`config.mk`:
```
export PLATFORM = sky130hd
export DESIGN_NAME = serial_port
export DESIGN_NICKNAME = d
export VERILOG_FILES = /design/src/serial_port_pkg.sv /design/src/serial_port.sv
export SDC_FILE = /design/constraint.sdc
export NUM_CORES = 1
export LEC_CHECK = 0
export ABC_AREA = 1
export BUFFER_PORTS_ARGS = -buffer_cell sky130_fd_sc_hd__buf_4
export CORE_MARGIN = 1
export CORE_UTILIZATION = 59
export CTS_CLUSTER_SIZE = 16
export DETAILED_ROUTE_END_ITERATION = 8
export HOLD_SLACK_MARGIN = 0.1
export PLACE_DENSITY = 0.87
export SLEW_MARGIN = 15
export SYNTH_ARGS = -nofsm -noshare
export SYNTH_HDL_FRONTEND = slang
export SYNTH_SLANG_ARGS = --single-unit
```
`constraint.sdc`:
```
create_clock -name core_clk -period 4.1 [get_ports core_clk]
set_input_delay 0.41 -clock core_clk [delete_from_list [all_inputs] [get_ports core_clk]]
set_output_delay 0.41 -clock core_clk [all_outputs]
set_load 0.02 [all_outputs]
```
`src/serial_port_pkg.sv`:
```
// Constants and types for the serial port block.
// Assumes a 50 MHz core clock and an APB master with 32-bit data.
package serial_port_pkg;
    // Register indices; the byte address is four times the index.
    localparam logic [9:0] IDX_POWER = 10'h087;
    localparam logic [9:0] IDX_CTL   = 10'h098;
    localparam logic [9:0] IDX_BUF   = 10'h099;
    localparam logic [9:0] IDX_FRAC  = 10'h09d;
    localparam logic [9:0] IDX_PRESC = 10'h09e;
    localparam logic [9:0] IDX_CFG   = 10'h0af;
    localparam logic [9:0] IDX_T2    = 10'h0c8;
    // Field positions.
    localparam int POS_DOUBLE  = 7;
    localparam int POS_BAUD_EN = 7;
    localparam int POS_EXTENDED_FEATURE_ENABLE   = 0;
    localparam int POS_TIMER2_TRANSMIT_CLOCK_SELECT    = 4;
    localparam int POS_RCLK    = 5;
    // Reset values.
    localparam logic [5:0] RST_FRAC  = 6'h00;
    localparam logic [7:0] RST_CTL   = 8'h00;
    localparam logic [2:0] RST_INT   = 3'h0;
    localparam logic [1:0] RST_EXT   = 2'h0;
    // Timing counts in core clock cycles.
    localparam logic [3:0]  M0_LAST   = 4'hb;  // Shift mode bit: 12 cycles.
    localparam logic [3:0]  M0_HALF   = 4'h6;
    localparam logic [1:0]  M2_SLOW   = 2'h3;  // 64/16 cycles per tick.
    localparam logic [1:0]  M2_FAST   = 2'h1;  // 32/16 cycles per tick.
    localparam logic [3:0]  OVS_LAST  = 4'hf;  // 16 ticks per bit.
    localparam logic [3:0]  OVS_MID   = 4'h7;
    localparam logic [17:0] FRAC_BASE = 18'h00040;
    localparam logic [3:0]  LAST_BIT8 = 4'h9;
    localparam logic [3:0]  LAST_BIT9 = 4'ha;
    localparam logic [3:0]  RX_FINAL  = 4'h8;

    typedef struct packed {
        logic modeSelectHigh;
        logic modeSelectLow;
        logic frameOrAddressCheck;
        logic receiveEnable;
        logic transmitNinthBit;
        logic receivedNinthBit;
        logic transmitFlag;
        logic receiveFlag;
    } serial_ctl_t;

    typedef enum logic [1:0] {
        TX_IDLE  = 2'b00,
        TX_WAIT  = 2'b01,
        TX_SHIFT = 2'b10
    } tx_state_t;

    typedef enum logic [1:0] {
        RX_IDLE  = 2'b00,
        RX_START = 2'b01,
        RX_DATA  = 2'b10
    } rx_state_t;
endpackage

```
`src/serial_port.sv`:
```
// Serial port with shift, 8-bit and 9-bit asynchronous modes.
// Assumes APB access, timer overflow pulses and synchronous pin inputs.
//
// Register access over APB was decided locally.
`timescale 1ns/1ps
// What this block does
// - Baud timer enable selects dedicated rate source
// - Enable clear selects legacy rate sources
// - Divider bit 6 ignores writes
// - Low six bits hold fraction, reset zero
// - Mode 0 shifts eight bits, core/12
// - Buffer write starts LSB-first shift out
// - Mode 0 receive when enabled and flag clear
// - Mode 1 frames: start, eight bits, stop
// - Mode 1 rate from timer overflows
// - Stop bit loaded; flag at stop
// - Falling edge starts reception, start checked
// - Flag clear needed unless extended features
// - Mode 1 frame check needs stop one
// - Failed frame dropped, flag unchanged
// - Accepted byte, stop bit, flag latched
// - Mode 2 rate core/64, doubled core/32
// - Mode 2 frames carry ninth bit
// - Ninth bit loaded; flag at stop
// - Address check needs ninth bit one
// - Accepted byte, ninth bit, flag latched
// - Mode 3 is mode 2 with variable rate
// - Baud timer rate with fractional multiplier
// - Prescale exponents at bits 2:0, 4:3
module serial_port (
    input  wire logic        core_clk,
    input  wire logic        rst,
    input  wire logic        psel,
    input  wire logic        penable,
    input  wire logic        pwrite,
    input  wire logic [11:0] paddr,
    input  wire logic [31:0] pwdata,
    output logic      [31:0] prdata,
    output logic             pready,
    output logic             pslverr,
    input  wire logic        timer1Overflow,
    input  wire logic        timer2Overflow,
    input  wire logic        rxdIn,
    output logic             rxdOut,
    output logic             rxdOeN,
    output logic             txd
);
    import serial_port_pkg::*;

    serial_ctl_t ctl_reg;
    tx_state_t   txState_reg;
    rx_state_t   rxState_reg;
    logic [7:0]  rxBuf_reg;
    logic        doubleRate_reg;
    logic        baudEn_reg;
    logic [5:0]  fracDiv_reg;
    logic [2:0]  intExp_reg;
    logic [1:0]  extExp_reg;
    logic        extended_feature_enable_reg;
    logic        timer2_transmit_clock_select_reg;
    logic        rclk_reg;
    logic [17:0] acc_reg;
    logic        t1Half_reg;
    logic [1:0]  m2Cnt_reg;
    logic [10:0] txShift_reg;
    logic [3:0]  txCnt_reg;
    logic [3:0]  txBit_reg;
    logic [3:0]  txLast_reg;
    logic        txLine_reg;
    logic [8:0]  rxShift_reg;
    logic [3:0]  rxCnt_reg;
    logic [3:0]  rxBit_reg;
    logic        rxPrev_reg;
    logic        m0Active_reg;
    logic        m0IsRx_reg;
    logic [7:0]  m0Shift_reg;
    logic [3:0]  m0Cnt_reg;
    logic [2:0]  m0Bit_reg;

    logic [9:0]  regIdx;
    logic        access;
    logic        wrEn;
    logic        ctlWrite;
    logic        bufWrite;
    logic        hit;
    logic [7:0]  readData;
    logic        modeZero;
    logic        modeOne;
    logic        modeTwo;
    logic [3:0]  expSum;
    logic [17:0] threshold;
    logic [17:0] accSum;
    logic        utTick;
    logic        t1Tick;
    logic        m2Tick;
    logic        txTick;
    logic        rxTick;
    logic        txStopOut;
    logic        rxFinal;
    logic        rxAccept;
    logic        m0Start;
    logic        m0RxStart;
    logic        m0End;

    assign regIdx   = paddr[11:2];
    assign access   = psel & penable & pready;
    assign wrEn     = access & pwrite;
    assign ctlWrite = wrEn & (regIdx == IDX_CTL);
    assign bufWrite = wrEn & (regIdx == IDX_BUF);
    assign modeZero = ~ctl_reg.modeSelectHigh & ~ctl_reg.modeSelectLow;
    assign modeOne  = ~ctl_reg.modeSelectHigh & ctl_reg.modeSelectLow;
    assign modeTwo  = ctl_reg.modeSelectHigh & ~ctl_reg.modeSelectLow;

    // Each access takes one wait state; pready is high in the second
    // access cycle only.
    always_ff @(posedge core_clk or posedge rst) begin
        if (rst) begin
            pready  <= 1'b0;
            pslverr <= 1'b0;
            prdata  <= 32'h0000_0000;
        end else begin
            pready  <= psel & penable & ~pready;
            pslverr <= psel & penable & ~pready & ~hit;
            if (psel & penable & ~pready & ~pwrite) begin
                prdata <= {24'h00_0000, readData};
            end
        end
    end

    always_comb begin
        readData = 8'h00;
        hit      = 1'b1;
        unique case (regIdx)
            IDX_POWER: readData[POS_DOUBLE] = doubleRate_reg;
            IDX_CTL:   readData = ctl_reg;
            IDX_BUF:   readData = rxBuf_reg;
            IDX_FRAC: begin
                readData[POS_BAUD_EN] = baudEn_reg;
                readData[5:0] = fracDiv_reg;
            end
            IDX_PRESC: readData[4:0] = {extExp_reg, intExp_reg};
            IDX_CFG:   readData[POS_EXTENDED_FEATURE_ENABLE] = extended_feature_enable_reg;
            IDX_T2: begin
                readData[POS_TIMER2_TRANSMIT_CLOCK_SELECT] = timer2_transmit_clock_select_reg;
                readData[POS_RCLK] = rclk_reg;
            end
            default:   hit = 1'b0;
        endcase
    end

    always_ff @(posedge core_clk or posedge rst) begin
        if (rst) begin
            doubleRate_reg <= 1'b0;
            baudEn_reg     <= 1'b0;
            fracDiv_reg    <= RST_FRAC;
            intExp_reg     <= RST_INT;
            extExp_reg     <= RST_EXT;
            extended_feature_enable_reg      <= 1'b0;
            timer2_transmit_clock_select_reg       <= 1'b0;
            rclk_reg       <= 1'b0;
        end else if (wrEn) begin
            unique case (regIdx)
                IDX_POWER: doubleRate_reg <= pwdata[POS_DOUBLE];
                IDX_FRAC: begin
                    baudEn_reg  <= pwdata[POS_BAUD_EN];
                    fracDiv_reg <= pwdata[5:0];
                end
                IDX_PRESC: begin
                    intExp_reg <= pwdata[2:0];
                    extExp_reg <= pwdata[4:3];
                end
                IDX_CFG:   extended_feature_enable_reg <= pwdata[POS_EXTENDED_FEATURE_ENABLE];
                IDX_T2: begin
                    timer2_transmit_clock_select_reg <= pwdata[POS_TIMER2_TRANSMIT_CLOCK_SELECT];
                    rclk_reg <= pwdata[POS_RCLK];
                end
                default: ;
            endcase
        end
    end

    // Baud timer: 16x tick at core * (64 + fraction) / (64 << exponent).
    assign expSum    = {1'b0, intExp_reg} + {2'b00, extExp_reg};
    assign threshold = FRAC_BASE << expSum;
    assign accSum    = acc_reg + FRAC_BASE + {12'h000, fracDiv_reg};
    assign utTick    = accSum >= threshold;

    always_ff @(posedge core_clk or posedge rst) begin
        if (rst) begin
            acc_reg <= 18'h00000;
        end else if (!baudEn_reg) begin
            acc_reg <= 18'h00000;
        end else begin
            acc_reg <= utTick ? accSum - threshold : accSum;
        end
    end

    // Timer 1 ticks every second overflow unless the rate is doubled.
    always_ff @(posedge core_clk or posedge rst) begin
        if (rst) begin
            t1Half_reg <= 1'b0;
        end else if (timer1Overflow) begin
            t1Half_reg <= ~t1Half_reg;
        end
    end
    assign t1Tick = timer1Overflow & (doubleRate_reg | t1Half_reg);

    always_ff @(posedge core_clk or posedge rst) begin
        if (rst) begin
            m2Cnt_reg <= 2'h0;
        end else begin
            m2Cnt_reg <= m2Tick ? 2'h0 : m2Cnt_reg + 2'h1;
        end
    end
    assign m2Tick = m2Cnt_reg == (doubleRate_reg ? M2_FAST : M2_SLOW);

    always_comb begin
        if (modeTwo) begin
            txTick = m2Tick;
            rxTick = m2Tick;
        end else if (baudEn_reg) begin
            txTick = utTick;
            rxTick = utTick;
        end else begin
            txTick = timer2_transmit_clock_select_reg ? timer2Overflow : t1Tick;
            rxTick = rclk_reg ? timer2Overflow : t1Tick;
        end
    end

    // Asynchronous transmitter.
    assign txStopOut = (txState_reg == TX_SHIFT) & txTick
                     & (txCnt_reg == OVS_LAST)
                     & (txBit_reg + 4'h1 == txLast_reg);

    always_ff @(posedge core_clk or posedge rst) begin
        if (rst) begin
            txState_reg <= TX_IDLE;
            txShift_reg <= 11'h7ff;
            txCnt_reg   <= 4'h0;
            txBit_reg   <= 4'h0;
            txLast_reg  <= LAST_BIT8;
            txLine_reg  <= 1'b1;
        end else if (bufWrite && !modeZero) begin
            // Stop or programmed ninth bit sits in the ninth position.
            txShift_reg <= {1'b1, modeOne | ctl_reg.transmitNinthBit,
                            pwdata[7:0], 1'b0};
            txLast_reg  <= modeOne ? LAST_BIT8 : LAST_BIT9;
            txState_reg <= TX_WAIT;
        end else if (txTick) begin
            unique case (txState_reg)
                TX_IDLE: txLine_reg <= 1'b1;
                TX_WAIT: begin
                    txState_reg <= TX_SHIFT;
                    txLine_reg  <= txShift_reg[0];
                    txCnt_reg   <= 4'h0;
                    txBit_reg   <= 4'h0;
                end
                TX_SHIFT: begin
                    txCnt_reg <= txCnt_reg + 4'h1;
                    if (txCnt_reg == OVS_LAST) begin
                        txShift_reg <= {1'b1, txShift_reg[10:1]};
                        txLine_reg  <= txShift_reg[1];
                        txBit_reg   <= txBit_reg + 4'h1;
                        if (txBit_reg == txLast_reg) begin
                            txState_reg <= TX_IDLE;
                            txLine_reg  <= 1'b1;
                        end
                    end
                end
                default: txState_reg <= TX_IDLE;
            endcase
        end
    end

    // Asynchronous receiver.
    assign rxFinal  = (rxState_reg == RX_DATA) & rxTick
                    & (rxCnt_reg == OVS_LAST) & (rxBit_reg == RX_FINAL);
    assign rxAccept = rxFinal & (extended_feature_enable_reg | ~ctl_reg.receiveFlag)
                    & (~ctl_reg.frameOrAddressCheck | rxdIn);

    always_ff @(posedge core_clk or posedge rst) begin
        if (rst) begin
            rxPrev_reg <= 1'b1;
        end else begin
            rxPrev_reg <= rxdIn;
        end
    end

    always_ff @(posedge core_clk or posedge rst) begin
        if (rst) begin
            rxState_reg <= RX_IDLE;
            rxShift_reg <= 9'h000;
            rxCnt_reg   <= 4'h0;
            rxBit_reg   <= 4'h0;
        end else begin
            unique case (rxState_reg)
                RX_IDLE: begin
                    if (!modeZero && ctl_reg.receiveEnable
                        && rxPrev_reg && !rxdIn) begin
                        rxState_reg <= RX_START;
                        rxCnt_reg   <= 4'h0;
                    end
                end
                RX_START: begin
                    if (rxTick) begin
                        rxCnt_reg <= rxCnt_reg + 4'h1;
                        if (rxCnt_reg == OVS_MID) begin
                            // A start bit that is high again is noise.
                            rxState_reg <= rxdIn ? RX_IDLE : RX_DATA;
                            rxCnt_reg   <= 4'h0;
                            rxBit_reg   <= 4'h0;
                        end
                    end
                end
                RX_DATA: begin
                    if (rxTick) begin
                        rxCnt_reg <= rxCnt_reg + 4'h1;
                        if (rxCnt_reg == OVS_LAST) begin
                            rxShift_reg <= {rxdIn, rxShift_reg[8:1]};
                            rxBit_reg   <= rxBit_reg + 4'h1;
                            if (rxBit_reg == RX_FINAL) begin
                                rxState_reg <= RX_IDLE;
                            end
                        end
                    end
                end
                default: rxState_reg <= RX_IDLE;
            endcase
        end
    end

    // Shift register mode: data on the receive pin, clock on transmit.
    assign m0Start   = bufWrite & modeZero & ~m0Active_reg;
    assign m0RxStart = modeZero & ctl_reg.receiveEnable
                     & ~ctl_reg.receiveFlag & ~m0Active_reg
                     & ~bufWrite;
    assign m0End     = m0Active_reg & (m0Cnt_reg == M0_LAST)
                     & (m0Bit_reg == 3'h7);

    always_ff @(posedge core_clk or posedge rst) begin
        if (rst) begin
            m0Active_reg <= 1'b0;
            m0IsRx_reg   <= 1'b0;
            m0Shift_reg  <= 8'h00;
            m0Cnt_reg    <= 4'h0;
            m0Bit_reg    <= 3'h0;
            rxdOut       <= 1'b1;
            rxdOeN       <= 1'b1;
        end else if (m0Start) begin
            m0Active_reg <= 1'b1;
            m0IsRx_reg   <= 1'b0;
            m0Shift_reg  <= pwdata[7:0];
            m0Cnt_reg    <= 4'h0;
            m0Bit_reg    <= 3'h0;
            rxdOut       <= pwdata[0];
            rxdOeN       <= 1'b0;
        end else if (m0RxStart) begin
            m0Active_reg <= 1'b1;
            m0IsRx_reg   <= 1'b1;
            m0Cnt_reg    <= 4'h0;
            m0Bit_reg    <= 3'h0;
            rxdOeN       <= 1'b1;
        end else if (m0Active_reg) begin
            m0Cnt_reg <= (m0Cnt_reg == M0_LAST) ? 4'h0 : m0Cnt_reg + 4'h1;
            if (m0Cnt_reg == M0_LAST) begin
                m0Bit_reg <= m0Bit_reg + 3'h1;
                if (m0IsRx_reg) begin
                    m0Shift_reg <= {rxdIn, m0Shift_reg[7:1]};
                end else begin
                    m0Shift_reg <= {1'b0, m0Shift_reg[7:1]};
                    rxdOut      <= m0Shift_reg[1];
                end
                if (m0End) begin
                    m0Active_reg <= 1'b0;
                    rxdOeN       <= 1'b1;
                    rxdOut       <= 1'b1;
                end
            end
        end
    end

    // The shift clock is low for the first half of each 12-cycle bit.
    always_ff @(posedge core_clk or posedge rst) begin
        if (rst) begin
            txd <= 1'b1;
        end else if (modeZero) begin
            txd <= ~(m0Active_reg & (m0Cnt_reg < M0_HALF));
        end else begin
            txd <= txLine_reg;
        end
    end

    always_ff @(posedge core_clk or posedge rst) begin
        if (rst) begin
            rxBuf_reg <= 8'h00;
        end else if (rxAccept) begin
            rxBuf_reg <= rxShift_reg[8:1];
        end else if (m0End && m0IsRx_reg) begin
            rxBuf_reg <= {rxdIn, m0Shift_reg[7:1]};
        end
    end

    // Hardware sets win over a software write in the same cycle.
    always_ff @(posedge core_clk or posedge rst) begin
        if (rst) begin
            ctl_reg <= RST_CTL;
        end else begin
            if (ctlWrite) begin
                ctl_reg <= pwdata[7:0];
            end
            if (txStopOut || (m0End && !m0IsRx_reg)) begin
                ctl_reg.transmitFlag <= 1'b1;
            end
            if (rxAccept) begin
                ctl_reg.receivedNinthBit <= rxdIn;
                ctl_reg.receiveFlag      <= 1'b1;
            end
            if (m0End && m0IsRx_reg) begin
                ctl_reg.receiveFlag <= 1'b1;
            end
        end
    end

    fracWrite_a: assert property (@(posedge core_clk) disable iff (rst)
        wrEn && regIdx == IDX_FRAC |=> fracDiv_reg == $past(pwdata[5:0])
        && baudEn_reg == $past(pwdata[7]))
        else $error("fraction register write not stored");
    dedSource_a: assert property (@(posedge core_clk) disable iff (rst)
        baudEn_reg && !modeTwo |-> txTick == utTick && rxTick == utTick)
        else $error("baud timer not used as rate source");
    legacySource_a: assert property (@(posedge core_clk) disable iff (rst)
        !baudEn_reg && !modeTwo && !timer2_transmit_clock_select_reg |-> txTick == t1Tick)
        else $error("legacy rate source not used");
    shiftClock_a: assert property (@(posedge core_clk) disable iff (rst)
        modeZero && m0Active_reg && m0Cnt_reg == 4'h0 && !ctlWrite
        |=> !txd [*6] ##1 txd)
        else $error("shift clock low phase wrong");
    shiftTxStart_a: assert property (@(posedge core_clk) disable iff (rst)
        m0Start |=> m0Active_reg && !rxdOeN && rxdOut == $past(pwdata[0]))
        else $error("shift transmit did not start");
    shiftRxStart_a: assert property (@(posedge core_clk) disable iff (rst)
        m0RxStart |=> m0Active_reg && m0IsRx_reg && rxdOeN)
        else $error("shift receive did not start");
    stopFlag_a: assert property (@(posedge core_clk) disable iff (rst)
        txStopOut |=> ctl_reg.transmitFlag && txLine_reg ##1 txd)
        else $error("transmit flag not set at stop bit");
    keepUnread_a: assert property (@(posedge core_clk) disable iff (rst)
        rxFinal && !extended_feature_enable_reg && ctl_reg.receiveFlag && !ctlWrite
        |=> rxBuf_reg == $past(rxBuf_reg) && ctl_reg.receiveFlag)
        else $error("unread byte overwritten");
    acceptLatch_a: assert property (@(posedge core_clk) disable iff (rst)
        rxAccept |=> ctl_reg.receiveFlag && rxBuf_reg == $past(rxShift_reg[8:1])
        && ctl_reg.receivedNinthBit == $past(rxdIn))
        else $error("accepted frame not latched");
    // No transfer under way at the tick, so doubling can change only at
    // the fourth edge, where the faster rate then takes over.
    slowRate_a: assert property (@(posedge core_clk) disable iff (rst)
        m2Tick && !doubleRate_reg && !psel
        |=> !m2Tick [*3] ##1 (m2Tick || doubleRate_reg))
        else $error("fixed rate tick spacing wrong");

    txDone_c: cover property (@(posedge core_clk) disable iff (rst)
        txStopOut);
    rxOk_c: cover property (@(posedge core_clk) disable iff (rst)
        rxAccept);
    rxDrop_c: cover property (@(posedge core_clk) disable iff (rst)
        rxFinal && !rxAccept);
    shiftDone_c: cover property (@(posedge core_clk) disable iff (rst)
        m0End);
endmodule // serial_port

```
==> results of run 1 <==
## synthesized netlist by cell type, drive strengths merged (3+ instances only)
master	instances	area (sq um)
o211ai	3	22.5
nand2	256	1010
a22o	4	35.0
nor2	81	343
o21ai	82	418
dfstp	16	420
nor4	3	18.8
nand3b	5	37.5
xor2	24	210
inv	140	528
nand4	20	125
a21oi	48	244
nand3	65	395
dfrtp	108	2700
buf	32	241
nor3	12	71.3
xnor2	11	96.3
ha	35	438
o22ai	12	75.1
a31oi	4	25.0
## critical path, cell delays in order, from the launching register on
cell and delay, ps:
dfrtp_1 430, ha_1 210, inv_1 70, fa_1 390
nand3b_1 200, nand2_1 130, nand2_1 60, nand2_1 130
nand2_2 110, nor3_2 130, xor2_1 230, ha_1 290
nand2_1 100, inv_1 50, a21oi_1 160, nand3_2 130
nand2_2 120, nand3_4 100, nand2_2 100, nand2_4 90
nand2_4 150, buf_4 150, nand3_1 70, nand2_1 110
## worst paths after layout
kind	cells after the start	slack [ps]	start	endpoint
min reg2reg	1	430	m2Cnt_reg[0]$_DFF_PP0_	m2Cnt_reg[0]$_DFF_PP0_
max reg2reg	23	300	fracDiv_reg[0]$_DFFE_PP0P_	txShift_reg[5]$_DFFE_PP1P_
min in group asynchronous	2	190	rst	txBit_reg[3]$_DFFE_PP0P_
max in group asynchronous	3	3010	rst	txLast_reg[0]$_DFFE_PP1P_
min	1	140	rxdIn	rxPrev_reg$_DFF_PP1_
max	23	300	fracDiv_reg[0]$_DFFE_PP0P_	txShift_reg[5]$_DFFE_PP1P_
## kinds of logic (layout without fill, tap and decap cells)
group,after synthesis,count (layout),synth area share (%)
buffers and inverters,176,221,10.3
other,1,24,0.0492
AOI/OAI and AO/OA,164,164,12.0
and+or+nand+nor,445,446,26.5
xor gates and xnor gates,35,35,4.02
adders and majority gates,37,37,6.27
DFF,124,124,40.9
## power by group
| part | internal, mW | switching (mW) | leakage (nW) |
|---|---|---|---|
| combinational | 0.191 | 0.372 | 2.54 |
| clock | 0.957 | 0.570 | 0.294 |
| sequential | 1.33 | 0.0758 | 1.53 |
| total | 2.48 | 1.02 | 4.37 |
## routing by layer
metal / wire length [um] / up-vias / global-route usage (%)
met2: 9030 / 252 / 49.9
met5: 0 / - / 0
met1: 7480 / 3216 / 35.6
met4: 568 / 0 / 13.2
met3: 1070 / 58 / 6.22
li1: - / 3262 / -
## cell usage in the layout, fill, tap and decap left out, types with 5 or more instances in the layout
master | Yosys | final
nor2_1 | 75 | 72
o21ai_0 | 64 | 64
o21ai_1 | 16 | 15
clkbuf_16 | 0 | 17
o22ai_1 | 12 | 12
ha_1 | 35 | 34
dfrtp_1 | 108 | 108
nand2_1 | 245 | 240
nor2_2 | 3 | 6
xor2_1 | 24 | 23
nor3_1 | 11 | 10
dfstp_2 | 16 | 16
nand4_1 | 20 | 20
inv_1 | 136 | 134
a21oi_1 | 47 | 47
nand3b_1 | 5 | 5
xnor2_1 | 11 | 11
conb_1 | 1 | 24
nand2_2 | 7 | 8
nand3_1 | 54 | 54
nand2_4 | 4 | 8
buf_4 | 25 | 47
nand3_2 | 9 | 9
## stage by stage
| stage | hold WS (ps) | area (sq um) |
|---|---|---|
| after global placement | 412 | 8000 |
| after floorplan | 394 | 7710 |
| after CTS | 135 | 8600 |
| final | 143 | 8720 |
| after global routing | 128 | 8720 |
| after detailed placement | 417 | 8000 |
## layout make-up
class                   instances  area [sq um]
flip-flops and latches        124          3120
multi-input cells             706          3890
fillers                       984          3900
well taps                     172           215
inverters                     142           538
clock buffers                  18           429
repair buffers                 47           353
clock inverters                14           170
## what timing repair did
item,in CTS,in global routing
pin swaps,0,5
resized for setup,1,17
gates cloned,0,1
endpoints found under the setup margin,4,49
setup buffers,0,5
==> impl.org, run 1 <==
** Clock network
- Clock slew at reported path FFs :: approximately 60 ps
- The clock reaches the later pin of the worst-skew pair after 420 ps.
- Clock tree from TritonCTS :: done
- The clock passes through at most 2 buffers.
- The clock drives 124 sinks.
- In this run the clock root is driven by a clkbuf_16.
- The number of clock buffers added by TritonCTS is 17.
- Post-CTS Hold Fix Bufs :: 0
- The H-tree was split into 4 levels.

** Timing
- Pin slew with the least headroom to its limit :: 952 ps
- Shortest clock period the worst path allows after layout :: 3800 ps
- The count of final hold-check violations came to 0.
- The max-slew violation total from the final report is 0.
- In the final timing run, aggregate negative setup slack is 0 ps.
- Headroom to the max-slew limit :: between 30% and 40%
- Period Utilization, post-route :: 92.7%
- Clock skew after layout :: 6.71 ps
- The worst path meets setup with 300 ps of slack.
- Setup repair after global routing left no endpoint under its margin.
- Setup violations remaining at the end of the flow were counted as 0.
- Achievable frequency :: 263 MHz

** Placement
- Port Buffers :: 38
- Routability-driven placement finished with a final weighted congestion of about 0.90.
- Inst Count DP :: approximately 1200
- The wire-length estimate of the detail-placed layout is 12.7 mm.
- Worst setup slack after placement :: roughly 94 ps

** Global route
- Wire length of the first global-routing pass :: 30.3 mm
- Number of antenna violations at the first check in global routing :: 0
- In the global route stage, overall resource usage came out at 29.2%.
- The via count of the first global-routing pass was ~6600.
- The total overflow left after global routing is 0.
- Entering global routing, the biggest net connects between 70 and 80 pins.

** Final layout
- The register with the most flip-flops in the layout has 18 of them.
- Share of post-route cells with drive strength above 1 :: 14.3%
- Final Core Density :: between 60% and 70%
- Final #Nets :: around 1100
- Layout overhead on the synthesized area :: 14.3%
- The repair_antennas step left the layout with diodes totalling 0.
- Non-filler cells, final :: 1223

** Drt
- For this run, the detailed router's first-pass iteration total came to 5.
- DRC marker count from the first detailed-route iteration :: 533
- The count of nets left with antenna violations once routing finished came out at 0.
- Total DRC errors in the routed layout :: 0
- Using the TritonRoute via totals, the vias-per-cell ratio works out to 5.55.
- The detailed router placed slightly below 7000 vias in this run.
- Final routed wirelength across all metal layers :: 18.1 mm
- Routed len/inst :: 14.8 um

** Pwr
- PD cells :: approximately 400 mW/mm^2
- Static Leakage :: 4.37 nW
- IR analysis of the VDD net gives a maximum drop of 0.283 mV.
- Total Power :: roughly 3.5 mW

** Floorplanning
- After floorplanning, the core was sized to cover around 0.013 sq mm.
- Die ar. :: between 0.01 and 0.015 sq mm
- The floorplan has 41 rows.
- Floorplan die height :: 116 um
- Top-Level Pins :: 89
- In this run the horizontal extent of the chip is 116 um.
- Initial standard-cell utilization of the core :: 60.5%

** Synth
- Yosys mapped a number of flops with a built-in enable equal to 0.
- After synthesis, flip-flops and latches occupy 40.9% of the total area.
- Count of mapped cells out of synthesis :: 982
- Top_reg_cell synth :: dfrtp_1
- Number of different library cells in the post-synthesis netlist :: 50
- Async SR Flop Fraction :: 100%
- In this run the mean area of a mapped cell was around 7.8 sq um.
- Yosys warning count :: 0
- Register bit total from synthesis :: 124
- Post-Syn Area :: around 0.0076 sq mm

** Setup path
- Critical path start-end classification :: reg -> reg
- For the worst setup path, the data required time is between 4000 and 5000 ps.
- Arrival time worst endpoint :: 4150 ps
- Largest fanout on the critical path :: 6
- Crit end category :: register
- Worst setup SP type :: register

** Run
- # Max-Cap Violations :: 0

** Outcome
- The flow ran to the end, and the final reports show no timing, DRC or antenna violations.

** Worst hold path
- Class of the worst hold path :: in -> reg
Power figures use the tool's default switching activity.
==> inputs of run 2 (changes only) <==
- ABC_AREA: 1 -> default
==> impl.org, run 2 <==
** Drt
- In this run the remaining antenna-violating nets after routing total 0.
- In the final routed layout, each cell accounts on average for 19.5 um.
- Across all layers, the routed design uses 6111 vias.
- DRC marker count from the first detailed-route iteration :: 766
- Total DRC errors in the routed layout :: 0
- Before antenna repair, the detailed router went through 7 iterations.
- For this block, the routed nets add up to 19.1 mm of wire.
- After detailed routing, the number of vias per cell comes to 6.23.

** Setup path
- Worst setup slack for register-to-register paths :: around 85 ps
- Path depth of the worst reg2reg path :: 15
- Largest fanout on the critical path :: 4
- Critical path start-end classification :: reg -> reg
- Reg2reg end :: txLine_reg$_DFFE_PP1P_
- For the worst setup path, the data required time is 4450 ps.
- The startpoint identified for the worst register-to-register timing path is fracDiv_reg[2]$_DFFE_PP0P_.
- Worst setup SP type :: register
- Arrival time worst endpoint :: roughly 4400 ps
- Crit end category :: register

** Synth
- Post-Syn Area :: between 0.007 and 0.008 sq mm
- Of all cell types, the one taking the most synthesized area is dfrtp_1.
- Top_reg_cell synth :: dfrtp_1
- By instance count, the leading cell after synthesis is dfrtp_1.
- Share of Yosys cell area claimed by the top area cell type :: 37.0%
- Ranked by instance count, the synthesized netlist is headed by dfrtp_1 (108), nand2_1 (75), o21ai_0 (45), nor2_1 (44), a21oi_1 (40).
- The average instance in the mapped netlist occupies 9.80 sq um.
- After technology mapping, the gate count stands at approximately 750.
- Sorting the synthesized cells by area gives the leading types as dfrtp_1 (37%), ha_1 (6.0%), dfstp_2 (5.8%), mux2_2 (4.6%), nand2_1 (3.9%).
- Counting flops and latches in the post-synthesis netlist gives 124.
- Number of different library cells in the post-synthesis netlist :: 71
- Sequential elements use 42.8% of the synthesized area.
- In this run, synthesis inferred 0 flip-flops with an integrated enable.
- Yosys warning count :: 0
- Async SR Flop Fraction :: 100%

** Outcome
- The flow ran to the end, and the final reports show no timing, DRC or antenna violations.

** Timing
- Setup violations remaining at the end of the flow were counted as 0.
- Setup repair after global routing could not meet its margin everywhere.
- The worst path in the final design needs a cycle of 4010 ps, including I/O delays and setup.
- Clock skew on the completed layout was measured at 16.9 ps.
- The count of final hold-check violations is 0.
- The max-slew violation total from the final report is 0.
- Headroom to the max-slew limit :: a little over a quarter
- In the finished design, the share of the clock period the worst path needs comes to 97.9%.
- Worst-case hold slack :: between 100 and 150 ps
- Achievable frequency :: 249 MHz
- At the pin with the least slew margin, the transition time is around 1100 ps.

** Final layout
- Post-route cell area :: about 0.0086 sq mm
- 0 antenna diodes ended up in the layout.
- Final Core Density :: 71.2%
- Flip-flop count of the largest register, all copies and words added :: 18
- Most frequent standard cell in the layout excluding fill and tap cells :: dfrtp_1
- Once layout is complete, the cells apart from fillers number 981.
- Share of post-route cells with drive strength above 1 :: 23.4%
- Final #Nets :: around 900
- In the layout the commonest cells are dfrtp_1 (108), nand2_1 (70), buf_4 (63), o21ai_0 (44), nor2_1 (42).
- Relative to the synthesized area, the layout overhead comes to 17.6%.
- The layout has just over 800 filler cells.

** Global route
- In the global route stage, overall resource usage came out at 31.0%.
- The first global-routing pass estimated 30.3 mm of wire.
- Met2 Track Usage GR :: a little over half
- Top Usage Layer GRT :: met2
- Vias in the first global route :: 6078
- Entering global routing, the biggest net connects 76 pins.
- Remaining Overflow, GRT :: 0
- In the global route stage, met3 resource usage came out at 6.53%.
- Number of antenna violations at the first check in global routing :: 0
- For this run, global-route usage on met1 was measured as between 30% and 40%.

** Pwr
- Dividing total power by cell area gives a power density of approximately 410 mW/mm^2.
- Total Power :: 3.53 mW
- In this run the static leakage power is between 3 and 4 nW.
- Peak ir drop on the vdd network :: 0.474 mV

** Floorplanning
- Measured along the x axis, the die boundary spans 113 um.
- Floorplan die height :: 113 um
- The total area inside the core boundary comes to 0.0121 sq mm.
- Die ar. :: ~0.013 sq mm
- After floorplanning, the core was divided into 40 placement rows.
- The initial utilization of the core area, before any placement, comes to 60.5%.
- Top-Level Pins :: 89

** Run
- The tool flagged a number of max-cap violations equal to 0.

** Worst hold path
- The worst hold path begins at rxdIn.
- Class of the worst hold path :: in -> reg
- Hold path endpoint :: rxPrev_reg$_DFF_PP1_
- Worst Hold Path Cells :: 1

** Clock network
- Clk sinks :: about 120
- For the worst-skew pair, the clock arrives at the later sink with an insertion delay of 430 ps.
- Counting along the longest clock path gives a buffer depth of 2.
- Clock tree synthesis inserted a total of 17 buffers.
- Hold repair after CTS inserted 0 buffers.
- Library cell used as clock root buffer :: clkbuf_16
- Clock tree from TritonCTS :: done
- The H-tree generated during clock tree synthesis spans 4 levels.
- Clock slew at reported path FFs :: 60 ps

** Placement
- Placed wire-length estimate :: 13.2 mm
- In this run, placement finished with an instance count of between 900 and 1000.
- At the end of routability-driven placement, the weighted congestion stood at 0.980.
- In this run the tool buffered the top-level ports with 38 buffer cells.
- In this run the cell area measured after placement is about 0.0078 sq mm.
==> run 2: changes by cell type after synthesis, moves of 13 or more <==
cell / previous run / this run
o21ai_1: 16 / 1
mux2i_1: 0 / 25
inv_1: 136 / 25
nor2_1: 75 / 44
o21ai_0: 64 / 45
and3_1: 0 / 13
nand3_1: 54 / 32
mux2_2: 0 / 30
nand2_1: 245 / 75
clkbuf_1: 2 / 15
nand4_1: 20 / 3
==> run 2: cell type report <==
class | count | area (sq um) | area share, %
sequential | 124 | 3120 | 36.4
clock buffer | 21 | 450 | 5.24
timing repair buffer | 63 | 473 | 5.51
clock inverter | 11 | 168 | 1.95
inverter | 25 | 96.3 | 1.12
tap | 168 | 210 | 2.45
multi-input combinational | 569 | 4070 | 47.4
==> run 2: metal layers <==
layer / wire [um] / vias up
met4: 817 / 0
met3: 1300 / 72
met1: 7360 / 2944
li1: - / 2794
met2: 9660 / 301
met5: 0 / -
==> run 2: power breakdown <==
group,switching (mW),internal [mW],total [mW]
registers,0.0678,1.30,1.36
logic,0.346,0.243,0.589
clock network,0.551,1.03,1.58
total,0.965,2.57,3.53
==> run 2: cells by family (layout without fill, tap and decap cells) <==
group                      after synthesis  in the layout  share of synthesized area (%)
xor gates and xnor gates                29             29                           3.48
and+or+nand+nor                        240            240                           16.6
buffers and inverters                   75            120                           5.23
AOI/OAI and AO/OA                      184            184                           17.3
other                                    1             24                         0.0514
adders and majority gates               37             37                           6.55
muxes                                   55             55                           8.05
DFF                                    124            124                           42.8
==> run 2: worst max-delay path by stage <==
stage	startpoint	end	slack [ps]
floorplan	fracDiv_reg[0]$_DFFE_PP0P_	rxCnt_reg[0]$_DFFE_PP0P_	250
global placement	fracDiv_reg[0]$_DFFE_PP0P_	rxShift_reg[5]$_DFFE_PP0P_	-180
detailed placement	fracDiv_reg[0]$_DFFE_PP0P_	rxBuf_reg[5]$_DFFE_PP0P_	-430
CTS	fracDiv_reg[0]$_DFFE_PP0P_	txCnt_reg[3]$_DFFE_PP0P_	-60
global route	acc_reg[0]$_DFF_PP0_	rxBit_reg[3]$_DFFE_PP0P_	-60
finish	fracDiv_reg[2]$_DFFE_PP0P_	txLine_reg$_DFFE_PP1P_	90
==> run 2: worst max-delay path, cell delays in order (launching register included) <==
cell	delay, ps
dfrtp_1	420
ha_1	320
nor2b_2	170
o31a_1	310
o21a_1	240
buf_4	150
o31ai_1	250
xnor2_1	140
ha_1	360
o211ai_1	140
nand2_2	130
a31oi_4	150
a21oi_4	210
nor2_2	90
a2111oi_1	440
mux2_2	390
==> run 2: stage by stage <==
stage / setup slack [ps] / setup TNS, ps
after floorplan: 253 / 0
after global placement: -183 / -4780
after detailed placement: -433 / -18130
after CTS: -58.9 / -427
after global routing: -56.7 / -356
final: 85.3 / 0
==> run 2: timing repair <==
item                                    CTS  global route
endpoints found under the setup margin   62            62
resized for setup                        10            33
buffers inserted                          0             5
cloned                                    0             0
hold endpoints to repair                  0             0
pin swaps                                 2            20
